### config.mk
export PLATFORM = sky130hd
export DESIGN_NAME = msq_top
export DESIGN_NICKNAME = d
export VERILOG_FILES = /design/src/rtl/msq_pkg.sv /design/src/rtl/msq_sync.sv /design/src/rtl/msq_top.sv
export VERILOG_INCLUDE_DIRS = /design/src /design/src/rtl
export SDC_FILE = /design/constraint.sdc
export NUM_CORES = 2
export LEC_CHECK = 0
export BUFFER_PORTS_ARGS = -buffer_cell sky130_fd_sc_hd__clkbuf_2
export CORE_AREA = 2 2 325 327
export DETAILED_ROUTE_END_ITERATION = 16
export DIE_AREA = 0 0 327 329
export PLACE_DENSITY = 0.82
export SYNTH_ARGS = -nofsm -noshare
export SYNTH_HDL_FRONTEND = slang
export SYNTH_SLANG_ARGS = --single-unit
export TNS_END_PERCENT = 5
### constraint.sdc
create_clock -name aclk -period 7.5 [get_ports aclk]
set_clock_uncertainty 0.2 [all_clocks]
set_input_delay 1.5 -clock aclk [delete_from_list [all_inputs] [get_ports aclk]]
set_output_delay 1.5 -clock aclk [all_outputs]
set_load 0.02 [all_outputs]
### src/rtl/msq_defines.svh
// Offsets, field positions, reset values and sizes of the microsequencer
`ifndef MSQ_DEFINES_SVH
`define MSQ_DEFINES_SVH

// ==============================
// Register offsets (byte addresses)
`define MSQ_OFS_STATUS 8'h00
`define MSQ_OFS_IRQ_ENABLE 8'h04
`define MSQ_OFS_IRQ_CLEAR 8'h08
`define MSQ_OFS_ADDR 8'h0C
`define MSQ_OFS_COUNT 8'h10
`define MSQ_OFS_STACK 8'h14

// ==============================
// Status, clear and enable bit positions
`define MSQ_BIT_CARRY 0
`define MSQ_BIT_WARN 1
`define MSQ_BIT_STKERR 2
`define MSQ_BIT_ZERO 3
`define MSQ_EVENT_W 4

// ==============================
// Reset values and sizes
`define MSQ_RST_WORD 16'h0000
`define MSQ_RST_EVENTS 4'h0
`define MSQ_RST_SP 7'h00
`define MSQ_STACK_DEPTH 7'h41
`define MSQ_STACK_WARN 7'h3E
`define MSQ_ADDR_MAX 16'hFFFF
`define MSQ_RESP_OKAY 2'h0
`define MSQ_RESP_SLVERR 2'h2

`endif

### src/rtl/msq_pkg.sv
// Types shared by the microsequencer files
package msq_pkg;

	// ==============================
	// Address multiplexer sources
	typedef enum logic [2:0] {
		MSQ_Y_MPC = 3'h0,
		MSQ_Y_PORT_A = 3'h1,
		MSQ_Y_PORT_B = 3'h2,
		MSQ_Y_MW_A = 3'h3,
		MSQ_Y_MW_B = 3'h4,
		MSQ_Y_STACK = 3'h5,
		MSQ_Y_RCA = 3'h6,
		MSQ_Y_COND_A = 3'h7
	} msq_mux_type;

	// ==============================
	// Register/counter operations
	typedef enum logic [2:0] {
		MSQ_RC_HOLD = 3'h0,
		MSQ_RC_LOAD_A = 3'h1,
		MSQ_RC_LOAD_B = 3'h2,
		MSQ_RC_DEC_A = 3'h3,
		MSQ_RC_DEC_B = 3'h4,
		MSQ_RC_DEC_AB = 3'h5,
		MSQ_RC_LOAD_AB = 3'h6,
		MSQ_RC_CLEAR = 3'h7
	} msq_rc_type;

	// ==============================
	// Stack operations
	typedef enum logic [2:0] {
		MSQ_ST_HOLD = 3'h0,
		MSQ_ST_PUSH_MPC = 3'h1,
		MSQ_ST_PUSH_A = 3'h2,
		MSQ_ST_POP = 3'h3,
		MSQ_ST_CLEAR = 3'h4
	} msq_st_type;

	// ==============================
	// Write channel state, Gray along collect to respond
	typedef enum logic [1:0] {
		MSQ_WR_COLLECT = 2'h0,
		MSQ_WR_RESP = 2'h1
	} msq_wr_state_type;

	// ==============================
	// Control pins from the pipeline register
	typedef struct packed {
		msq_mux_type addr_mux_ctl;
		msq_rc_type counter_ctl;
		msq_st_type stack_ctl;
		logic incr_ctl;
		logic cond_code_in;
		logic irq_select_n;
		logic irq_ret_load_n;
		logic port_a_src_sel;
		logic port_data_src_sel;
		logic zero_force_in;
		logic port_a_oe_n;
		logic port_b_oe_n;
		logic addr_out_oe_n;
		logic [3:0] branch_bits;
	} msq_ctl_type;

endpackage : msq_pkg

### src/rtl/msq_sync.sv
// Three-stage input synchroniser with agreement filter
`timescale 1ns/1ps
module msq_sync #(
	parameter int WIDTH = 1
) (
	input wire logic aclk,
	input wire logic aresetn,
	input wire logic [WIDTH-1:0] din,
	output logic [WIDTH-1:0] dout
);
	logic [WIDTH-1:0] stage1;
	logic [WIDTH-1:0] stage2;
	logic [WIDTH-1:0] stage3;
	logic [WIDTH-1:0] next_dout;

	// Bit takes the new level only once stages two and three agree
	always_comb
	begin
		for (int i = 0; i < WIDTH; i++)
		begin
			next_dout[i] = (stage2[i] == stage3[i]) ? stage3[i] : dout[i];
		end
	end

	always_ff @(posedge aclk)
	begin
		if (!aresetn)
		begin
			stage1 <= '0;
			stage2 <= '0;
			stage3 <= '0;
			dout <= '0;
		end
		else
		begin
			stage1 <= din;
			stage2 <= stage1;
			stage3 <= stage2;
			dout <= next_dout;
		end
	end
endmodule : msq_sync

### src/rtl/msq_top.sv
// Microprogram sequencer core with pin control and AXI4-Lite status block
// Functional notes
// - Carry-out rises when incrementing the program counter passes the top address.
// - Port A drives stack or counter A while its enable is low and data source select is low, the address when it is high.
// - Port B drives counter B while its enable is low and data source select is low, the address when it is high.
// - Port A source: counter A when select low, stack top when high.
// - Return register holds while its enable is high, loads address when low.
// - Interrupt select low makes the return register the pushed value.
// - Branch bits take part in multiway branch address forming.
// - Three mux control bits choose the address output source.
// - Data source select decides what feeds both bidirectional ports.
// - Counter control picks counter operations; stack control picks stack operations.
// - Stack warning flag provided; increment control and condition code steer sequencing.
// - Multiway address keeps upper twelve port bits, low four from branch bits.
// - Address bus driven only while its enable is low, else floats.
// - Zero force makes zero detect high; zero detect reported on its output.
`timescale 1ns/1ps
`include "msq_defines.svh"
module msq_top (
	input wire logic aclk,
	input wire logic aresetn,
	input wire msq_pkg::msq_ctl_type ctl,
	input wire logic [15:0] port_a_in,
	output logic [15:0] port_a_out,
	output logic port_a_oe,
	input wire logic [15:0] port_b_in,
	output logic [15:0] port_b_out,
	output logic port_b_oe,
	input wire logic [15:0] addr_y_in,
	output logic [15:0] addr_y_out,
	output logic addr_y_oe,
	output logic incr_carry_out,
	output logic stack_warn_flag,
	output logic zero_detect_out,
	output logic irq,
	input wire logic [7:0] s_axi_awaddr,
	input wire logic [2:0] s_axi_awprot,
	input wire logic s_axi_awvalid,
	output logic s_axi_awready,
	input wire logic [31:0] s_axi_wdata,
	input wire logic [3:0] s_axi_wstrb,
	input wire logic s_axi_wvalid,
	output logic s_axi_wready,
	output logic [1:0] s_axi_bresp,
	output logic s_axi_bvalid,
	input wire logic s_axi_bready,
	input wire logic [7:0] s_axi_araddr,
	input wire logic [2:0] s_axi_arprot,
	input wire logic s_axi_arvalid,
	output logic s_axi_arready,
	output logic [31:0] s_axi_rdata,
	output logic [1:0] s_axi_rresp,
	output logic s_axi_rvalid,
	input wire logic s_axi_rready
);
	localparam int SYNC_W = $bits(msq_pkg::msq_ctl_type) + 48;

	// ==============================
	// Pin synchronisers
	msq_pkg::msq_ctl_type c;
	logic [15:0] pa_pin;
	logic [15:0] pb_pin;
	logic [15:0] y_pin;
	logic [SYNC_W-1:0] sync_out;

	msq_sync #(.WIDTH(SYNC_W)) u_sync (
		.aclk(aclk),
		.aresetn(aresetn),
		.din({ctl, port_a_in, port_b_in, addr_y_in}),
		.dout(sync_out)
	);
	assign {c, pa_pin, pb_pin, y_pin} = sync_out;

	// ==============================
	// Sequencer datapath
	logic [15:0] micro_pc;
	logic [15:0] reg_counter_a;
	logic [15:0] reg_counter_b;
	logic [15:0] irq_return_reg;
	logic [15:0] stack_mem [0:64];
	logic [6:0] sp;
	logic stack_err;
	logic [15:0] next_micro_pc, next_rca, next_rcb, next_irq_ret;
	logic [15:0] next_addr, next_port_a, next_port_b, next_push_val;
	logic [6:0] next_sp;
	logic next_stack_err, next_carry, next_warn, next_zero, push_en;
	logic [15:0] y_cur, port_a_bus, port_b_bus, stack_top;

	assign stack_top = (sp == 7'h00) ? `MSQ_RST_WORD : stack_mem[sp - 7'h01];
	// Floating address bus takes the externally forced vector
	assign y_cur = c.addr_out_oe_n ? y_pin : addr_y_out;
	// Own driven value is used while driving, pin only when released
	assign port_a_bus = c.port_a_oe_n ? pa_pin : port_a_out;
	assign port_b_bus = c.port_b_oe_n ? pb_pin : port_b_out;
	assign port_a_oe = !c.port_a_oe_n;
	assign port_b_oe = !c.port_b_oe_n;
	assign addr_y_oe = !c.addr_out_oe_n;

	always_comb
	begin
		// Port drive sources
		if (c.port_data_src_sel)
		begin
			next_port_a = y_cur;
			next_port_b = y_cur;
		end
		else
		begin
			next_port_a = c.port_a_src_sel ? stack_top : reg_counter_a;
			next_port_b = reg_counter_b;
		end
		// Address output source
		case (c.addr_mux_ctl)
			msq_pkg::MSQ_Y_MPC: next_addr = micro_pc;
			msq_pkg::MSQ_Y_PORT_A: next_addr = port_a_bus;
			msq_pkg::MSQ_Y_PORT_B: next_addr = port_b_bus;
			msq_pkg::MSQ_Y_MW_A: next_addr = {port_a_bus[15:4], c.branch_bits};
			msq_pkg::MSQ_Y_MW_B: next_addr = {port_b_bus[15:4], c.branch_bits};
			msq_pkg::MSQ_Y_STACK: next_addr = stack_top;
			msq_pkg::MSQ_Y_RCA: next_addr = reg_counter_a;
			msq_pkg::MSQ_Y_COND_A: next_addr = c.cond_code_in ? port_a_bus : micro_pc;
			default: next_addr = micro_pc;
		endcase
		// Incrementer
		next_micro_pc = c.incr_ctl ? y_cur + 16'h0001 : y_cur;
		next_carry = c.incr_ctl && (y_cur == `MSQ_ADDR_MAX);
		next_irq_ret = c.irq_ret_load_n ? irq_return_reg : y_cur;
		// Register/counters
		next_rca = reg_counter_a;
		next_rcb = reg_counter_b;
		case (c.counter_ctl)
			msq_pkg::MSQ_RC_HOLD: next_rca = reg_counter_a;
			msq_pkg::MSQ_RC_LOAD_A: next_rca = port_a_bus;
			msq_pkg::MSQ_RC_LOAD_B: next_rcb = port_b_bus;
			msq_pkg::MSQ_RC_DEC_A: next_rca = reg_counter_a - 16'h0001;
			msq_pkg::MSQ_RC_DEC_B: next_rcb = reg_counter_b - 16'h0001;
			msq_pkg::MSQ_RC_DEC_AB:
			begin
				next_rca = reg_counter_a - 16'h0001;
				next_rcb = reg_counter_b - 16'h0001;
			end
			msq_pkg::MSQ_RC_LOAD_AB:
			begin
				next_rca = port_a_bus;
				next_rcb = port_b_bus;
			end
			msq_pkg::MSQ_RC_CLEAR:
			begin
				next_rca = `MSQ_RST_WORD;
				next_rcb = `MSQ_RST_WORD;
			end
			default: next_rca = reg_counter_a;
		endcase
		// Stack; overflow and underflow leave the pointer and set the error
		push_en = 1'b0;
		next_sp = sp;
		next_stack_err = stack_err;
		next_push_val = !c.irq_select_n ? irq_return_reg :
			((c.stack_ctl == msq_pkg::MSQ_ST_PUSH_A) ? port_a_bus : micro_pc);
		case (c.stack_ctl)
			msq_pkg::MSQ_ST_PUSH_MPC, msq_pkg::MSQ_ST_PUSH_A:
			begin
				if (sp < `MSQ_STACK_DEPTH)
				begin
					push_en = 1'b1;
					next_sp = sp + 7'h01;
				end
				else
				begin
					next_stack_err = 1'b1;
				end
			end
			msq_pkg::MSQ_ST_POP:
			begin
				if (sp != 7'h00)
				begin
					next_sp = sp - 7'h01;
				end
				else
				begin
					next_stack_err = 1'b1;
				end
			end
			msq_pkg::MSQ_ST_CLEAR:
			begin
				next_sp = `MSQ_RST_SP;
				next_stack_err = 1'b0;
			end
			default: next_sp = sp;
		endcase
		next_warn = (next_sp >= `MSQ_STACK_WARN) || next_stack_err;
		next_zero = c.zero_force_in || (next_rca == `MSQ_RST_WORD);
	end

	always_ff @(posedge aclk)
	begin
		if (!aresetn)
		begin
			micro_pc <= `MSQ_RST_WORD;
			reg_counter_a <= `MSQ_RST_WORD;
			reg_counter_b <= `MSQ_RST_WORD;
			irq_return_reg <= `MSQ_RST_WORD;
			addr_y_out <= `MSQ_RST_WORD;
			port_a_out <= `MSQ_RST_WORD;
			port_b_out <= `MSQ_RST_WORD;
			sp <= `MSQ_RST_SP;
			stack_err <= 1'b0;
			incr_carry_out <= 1'b0;
			stack_warn_flag <= 1'b0;
			zero_detect_out <= 1'b0;
		end
		else
		begin
			micro_pc <= next_micro_pc;
			reg_counter_a <= next_rca;
			reg_counter_b <= next_rcb;
			irq_return_reg <= next_irq_ret;
			addr_y_out <= next_addr;
			port_a_out <= next_port_a;
			port_b_out <= next_port_b;
			sp <= next_sp;
			stack_err <= next_stack_err;
			incr_carry_out <= next_carry;
			stack_warn_flag <= next_warn;
			zero_detect_out <= next_zero;
		end
	end

	// Stack storage has no reset; the pointer alone defines contents
	always_ff @(posedge aclk)
	begin
		if (push_en)
		begin
			stack_mem[sp] <= next_push_val;
		end
	end

	// ==============================
	// Event status and interrupt
	logic [3:0] irq_status, irq_enable, next_status, next_enable, events, clr_mask;
	logic wr_fire;
	logic [7:0] wr_addr;
	logic [31:0] wr_data;
	logic [3:0] wr_strb;

	assign events = {zero_detect_out, stack_err, stack_warn_flag, incr_carry_out};
	assign irq = |(irq_status & irq_enable);

	always_comb
	begin
		clr_mask = 4'h0;
		next_enable = irq_enable;
		if (wr_fire && wr_strb[0] && (wr_addr == `MSQ_OFS_IRQ_CLEAR))
		begin
			clr_mask = wr_data[3:0];
		end
		if (wr_fire && wr_strb[0] && (wr_addr == `MSQ_OFS_IRQ_ENABLE))
		begin
			next_enable = wr_data[3:0];
		end
		// A new event wins over a clear in the same cycle
		next_status = (irq_status & ~clr_mask) | events;
	end

	always_ff @(posedge aclk)
	begin
		if (!aresetn)
		begin
			irq_status <= `MSQ_RST_EVENTS;
			irq_enable <= `MSQ_RST_EVENTS;
		end
		else
		begin
			irq_status <= next_status;
			irq_enable <= next_enable;
		end
	end

	// ==============================
	// AXI4-Lite slave
	msq_pkg::msq_wr_state_type wr_state, next_wr_state;
	logic aw_held, w_held, next_aw_held, next_w_held;
	logic [7:0] next_wr_addr;
	logic [31:0] next_wr_data;
	logic [3:0] next_wr_strb;
	logic [1:0] next_bresp;
	logic next_rvalid;
	logic [31:0] next_rdata;
	logic [1:0] next_rresp;

	assign s_axi_awready = !aw_held && (wr_state == msq_pkg::MSQ_WR_COLLECT);
	assign s_axi_wready = !w_held && (wr_state == msq_pkg::MSQ_WR_COLLECT);
	assign s_axi_bvalid = (wr_state == msq_pkg::MSQ_WR_RESP);
	assign s_axi_arready = !s_axi_rvalid;
	assign wr_fire = aw_held && w_held && (wr_state == msq_pkg::MSQ_WR_COLLECT);

	always_comb
	begin
		next_wr_state = wr_state;
		next_aw_held = aw_held;
		next_w_held = w_held;
		next_wr_addr = wr_addr;
		next_wr_data = wr_data;
		next_wr_strb = wr_strb;
		next_bresp = s_axi_bresp;
		case (wr_state)
			msq_pkg::MSQ_WR_COLLECT:
			begin
				if (s_axi_awvalid && s_axi_awready)
				begin
					next_aw_held = 1'b1;
					next_wr_addr = s_axi_awaddr;
				end
				if (s_axi_wvalid && s_axi_wready)
				begin
					next_w_held = 1'b1;
					next_wr_data = s_axi_wdata;
					next_wr_strb = s_axi_wstrb;
				end
				if (wr_fire)
				begin
					next_aw_held = 1'b0;
					next_w_held = 1'b0;
					next_wr_state = msq_pkg::MSQ_WR_RESP;
					next_bresp = ((wr_addr == `MSQ_OFS_IRQ_ENABLE) ||
						(wr_addr == `MSQ_OFS_IRQ_CLEAR)) ? `MSQ_RESP_OKAY : `MSQ_RESP_SLVERR;
				end
			end
			msq_pkg::MSQ_WR_RESP:
			begin
				if (s_axi_bready)
				begin
					next_wr_state = msq_pkg::MSQ_WR_COLLECT;
				end
			end
			default: next_wr_state = msq_pkg::MSQ_WR_COLLECT;
		endcase
		next_rvalid = s_axi_rvalid && !s_axi_rready;
		next_rdata = s_axi_rdata;
		next_rresp = s_axi_rresp;
		if (s_axi_arvalid && s_axi_arready)
		begin
			next_rvalid = 1'b1;
			next_rresp = `MSQ_RESP_OKAY;
			case (s_axi_araddr)
				`MSQ_OFS_STATUS: next_rdata = {28'h0000000, irq_status};
				`MSQ_OFS_IRQ_ENABLE: next_rdata = {28'h0000000, irq_enable};
				`MSQ_OFS_IRQ_CLEAR: next_rdata = 32'h00000000;
				`MSQ_OFS_ADDR: next_rdata = {micro_pc, addr_y_out};
				`MSQ_OFS_COUNT: next_rdata = {reg_counter_b, reg_counter_a};
				`MSQ_OFS_STACK: next_rdata = {25'h0, sp};
				default:
				begin
					next_rdata = 32'h00000000;
					next_rresp = `MSQ_RESP_SLVERR;
				end
			endcase
		end
	end

	always_ff @(posedge aclk)
	begin
		if (!aresetn)
		begin
			wr_state <= msq_pkg::MSQ_WR_COLLECT;
			aw_held <= 1'b0;
			w_held <= 1'b0;
			wr_addr <= 8'h00;
			wr_data <= 32'h00000000;
			wr_strb <= 4'h0;
			s_axi_bresp <= `MSQ_RESP_OKAY;
			s_axi_rvalid <= 1'b0;
			s_axi_rdata <= 32'h00000000;
			s_axi_rresp <= `MSQ_RESP_OKAY;
		end
		else
		begin
			wr_state <= next_wr_state;
			aw_held <= next_aw_held;
			w_held <= next_w_held;
			wr_addr <= next_wr_addr;
			wr_data <= next_wr_data;
			wr_strb <= next_wr_strb;
			s_axi_bresp <= next_bresp;
			s_axi_rvalid <= next_rvalid;
			s_axi_rdata <= next_rdata;
			s_axi_rresp <= next_rresp;
		end
	end
endmodule : msq_top

==> Flow_metrics.wiki <==
{| class="wikitable"
! Metric !! Value
|-
| Power share of the clock group || 44.3%
|-
| Wirelength per Cell || 29.8 microns
|-
| GR Layer Usage met2 || 51.4%
|-
| Routed wire length || 171000 microns
|-
| Antenna Violating Nets Remaining || 0
|-
| Met3 Resource Use GR || 7.46%
|-
| Dominant cells by area after synthesis || sky130_fd_sc_hd__edfxtp_1 (53%), sky130_fd_sc_hd__dfxtp_1 (16%), sky130_fd_sc_hd__mux4_2 (9.1%)
|-
| Sequential standard cell area || slightly above 40000 sq um
|-
| Vias in the first global route || between 30000 and 40000
|-
| Leakage power summed over all cells || 0.0224 uW
|-
| Arrival time reported for the critical path endpoint || 5680 ps
|-
| H-tree depth || 4
|-
| Crit Reg-Reg Endpoint || port_a_out[3]$_SDFF_PN0_
|-
| Number of iterations in the first detailed-routing pass || 8
|-
| RSZ-0062 raised after global routing || false
|-
| Post-Syn Area per Cell || about 15 sq um
|-
| Worst reg2reg path startpoint || sp[0]$_SDFF_PN0_
|-
| Fill cell count || 7053
|-
| Starting DRT DRC Count || 5757
|-
| Highest cell delay on the worst timing path || a little under 900 ps
|-
| Starting utilization of the core area || approximately 56%
|-
| Yosys Warn Count || 0
|-
| Share of Yosys cell area claimed by the top area cell type || 53.1%
|-
| Top library cells by usage in the layout, fill and taps aside || sky130_fd_sc_hd__edfxtp_1 (1040), sky130_fd_sc_hd__dfxtp_1 (465), sky130_fd_sc_hd__nand2_1 (346)
|-
| Final Hold Fails || 0
|-
| Total routing usage reported by global routing || 31.5%
|-
| Layout overhead on the synthesized area || 12.3%
|-
| Number of endpoints failing setup at the final stage || 0
|-
| Cell chain of the critical path || inv_1 -> ha_4 -> buf_12 -> mux4_2 -> mux4_2 -> mux2i_1 -> a211o_1 -> o31a_1 -> o21ai_1
|-
| Maximum number of pins on one net before global-route repair || 136
|-
| Number of remaining DRC errors || 0
|-
| NumNets Final || 4361
|-
| Total negative slack || 0 ps
|-
| Termination of the worst setup path || port_a_out[3]$_SDFF_PN0_
|-
| Logic pwr share || 2.2%
|-
| Hold slack final || 223 ps
|-
| Total inserted antenna cells || 0
|-
| Worst slack at placement || around 2500 ps
|-
| Slew Limit Headroom || 5.72%
|-
| Number of flip-flops in the largest register || 1040
|-
| Number of port buffers || about 190
|-
| TritonCTS clock tree || yes
|-
| Inserted Clock Buffers || 146
|-
| Post-synth EDFFs || about 1000
|-
| Worst setup SP type || flop
|-
| Power Dens Cells || 252 nW/um^2
|-
| Count of vias placed by the detailed router || approximately 38000
|-
| Status || completed
|-
| Worst-margin pin slew || 1410 ps
|-
| Largest buffer count on any clock path || 3
|-
| Tot Pwr || 16600 uW
|-
| Area occupied by multi-input gates || 16900 sq um
|-
| Worst Reg2Reg Path Length in Cells || 9
|-
| Number of unique standard cell types used by synthesis || 87
|-
| Post-synthesis cell count || about 4000
|-
| Met1 track demand over resource in global routing || 39.2%
|-
| Critical path class || flop to flop
|-
| CTS clock-pin slew for the worst setup and hold paths || about 70 ps
|-
| Register with the most flip-flops || stack_mem
|-
| GR peak layer || met2
|-
| Max Transition Viols Final || 0
|-
| Maximum frequency from static timing analysis || 0.191 GHz
|-
| Switching share of total power || a little over a fifth
|-
| GRT overflow || 0
|-
| Sequential group share of total power || 53.5%
|-
| Worst skew pair latency || 790 ps
|-
| Switch Pwr || 3540 uW
|-
| Total of cells resized after clock tree synthesis || 0
|-
| Worst-path maximum fanout || 58
|-
| Required time at the endpoint of the critical path || 7950 ps
|-
| Global-route wire length before repair || about 250000 microns
|-
| Setup crit start || sp[0]$_SDFF_PN0_
|-
| Core Box Area || between 100000 and 150000 sq um
|-
| Horizontal extent of the die || 327 microns
|-
| Worst-case vdd ir drop || ~0.2 mV
|-
| # IOs || ~230
|-
| Post-layout worst setup margin || 2270 ps
|-
| Root Driver || sky130_fd_sc_hd__clkbuf_16
|-
| Layout cells sized above 1 || 19.2%
|-
| Dominant register cell in the synthesized netlist || sky130_fd_sc_hd__edfxtp_1
|-
| Worst min path class || flop to flop
|-
| Sequential cell area fraction in the yosys report || roughly 69%
|-
| R2R Setup Slk || roughly 2300 ps
|-
| Max-Cap Viols || 0
|-
| GP Congestion || just over 1
|-
| Slowest-stage cell, CP || sky130_fd_sc_hd__dfxtp_4
|-
| Cell-internal power || 13100 uW
|-
| Die Y || approximately 330 microns
|-
| Synth Cell Area || 58800 sq um
|-
| Commonest non-fill, non-tap cell in the layout || sky130_fd_sc_hd__edfxtp_1
|-
| Cell occurring most often along the worst timing path || sky130_fd_sc_hd__mux4_2
|-
| Placed wire-length estimate || 99300 microns
|-
| Overall die area || 108000 sq um
|-
| Number of cell rows || 119
|-
| Sink Count || 1506
|-
| Post-CTS setup buffers || 0
|-
| Sort of element at the end of the critical path || flop
|-
| Instance area after placement || 61300 sq um
|-
| Via density || about 6.6
|-
| Post-layout instance area || 66000 sq um
|-
| Number of antenna violations at the first check in global routing || 2
|-
| Post-CTS Hold Fix Bufs || 0
|-
| Final critical delay including setup and external delays || 5230 ps
|-
| Ys async rst share || 0%
|-
| Share of the clock period used by the worst path after layout || 69.7%
|-
| Post-synthesis sequential element count || 1506
|-
| Top cell type by total area after synthesis || sky130_fd_sc_hd__edfxtp_1
|}
-- critical path, delay by kind of cell (launching register included) --
family	cells	cell delay [ps]
muxes	3	1420
DFF	1	890
AOI/OAI and AO/OA	3	880
adders and majority gates	1	860
buffers and inverters	2	740
-- cells by family after synthesis --
| family | Yosys count | synth area share (%) |
|---|---|---|
| DFF | 1506 | 69.0 |
| and+or+nand+nor | 1102 | 8.84 |
| AOI/OAI and AO/OA | 703 | 7.99 |
| muxes | 355 | 11.2 |
| buffers and inverters | 321 | 2.47 |
| xor gates and xnor gates | 26 | 0.400 |
| adders and majority gates | 6 | 0.128 |
| other | 1 | 0.00638 |
-- through the flow --
step | utilization [%] | std cells
floorplan | - | 4021
global placement | 58.7 | 5462
detailed placement | 58.7 | 5462
CTS | 63.3 | 5726
global route | 63.3 | 5726
finish | 63.3 | 5726
-- power by group through the flow --
stage / Combinational, uW / Sequential, uW / Clock, uW
after global placement: 356 / 9080 / 0
after global routing: 401 / 8900 / 7700
after floorplan: 243 / 9060 / 0
after detailed placement: 362 / 9080 / 0
final: 373 / 8900 / 7360
after CTS: 368 / 8900 / 7400
-- area by class of cell --
cell class | instances | share of cell area, %
clock buffer | 197 | 6.09
clock inverter | 67 | 1.10
inverter | 65 | 0.377
multi-input combinational | 2194 | 25.5
sequential | 1506 | 61.4
tap | 1391 | 2.64
timing repair buffer | 306 | 2.82
-- per-layer routing --
| layer | vias to the layer above | wire, microns |
|---|---|---|
| li1 | 15700 | - |
| met2 | 2908 | 82200 |
| met4 | 2 | 10500 |
| met3 | 574 | 19200 |
| met5 | - | 13 |
| met1 | 18600 | 58600 |
-- worst min-delay path by stage --
| stage | startpoint | endpoint | slack [ps] | depth (start not counted) |
|---|---|---|---|---|
| floorplan | u_sync.stage1[0]$_SDFF_PN0_ | u_sync.stage2[0]$_SDFF_PN0_ | 210 | 1 |
| global placement | u_sync.stage1[14]$_SDFF_PN0_ | u_sync.stage2[14]$_SDFF_PN0_ | 210 | 1 |
| detailed placement | u_sync.stage1[13]$_SDFF_PN0_ | u_sync.stage2[13]$_SDFF_PN0_ | 220 | 1 |
| CTS | u_sync.stage1[27]$_SDFF_PN0_ | u_sync.stage2[27]$_SDFF_PN0_ | 230 | 1 |
| global route | u_sync.stage1[13]$_SDFF_PN0_ | u_sync.stage2[13]$_SDFF_PN0_ | 240 | 1 |
| finish | u_sync.stage1[27]$_SDFF_PN0_ | u_sync.stage2[27]$_SDFF_PN0_ | 220 | 1 |
-- cell usage after synthesis (14+ instances only) --
cell                       count
sky130_fd_sc_hd__a222oi_1     14
sky130_fd_sc_hd__and3_1       22
sky130_fd_sc_hd__clkbuf_1    164
sky130_fd_sc_hd__nand3_1      81
sky130_fd_sc_hd__dfxtp_1     466
sky130_fd_sc_hd__a22oi_1      46
sky130_fd_sc_hd__a311oi_1     19
sky130_fd_sc_hd__o22ai_1      51
sky130_fd_sc_hd__a21oi_1     215
sky130_fd_sc_hd__edfxtp_1   1040
sky130_fd_sc_hd__a31oi_1      14
sky130_fd_sc_hd__mux4_2      238
sky130_fd_sc_hd__mux2i_1      83
sky130_fd_sc_hd__buf_4        18
sky130_fd_sc_hd__a221oi_1     32
sky130_fd_sc_hd__a211oi_1     40
sky130_fd_sc_hd__nor2_1      306
sky130_fd_sc_hd__a21o_1       16
sky130_fd_sc_hd__nand4_1      16
sky130_fd_sc_hd__a311o_1      15
sky130_fd_sc_hd__buf_6        15
sky130_fd_sc_hd__o21ai_0     122
sky130_fd_sc_hd__mux2_2       34
sky130_fd_sc_hd__nand2_1     346
sky130_fd_sc_hd__and2_1      221
sky130_fd_sc_hd__inv_1        63
sky130_fd_sc_hd__buf_1        16
sky130_fd_sc_hd__nor3_1       30
sky130_fd_sc_hd__nand2b_1     15
sky130_fd_sc_hd__a32oi_1      17
sky130_fd_sc_hd__buf_2        42
No activity file was read; power rests on OpenSTA's default activity.
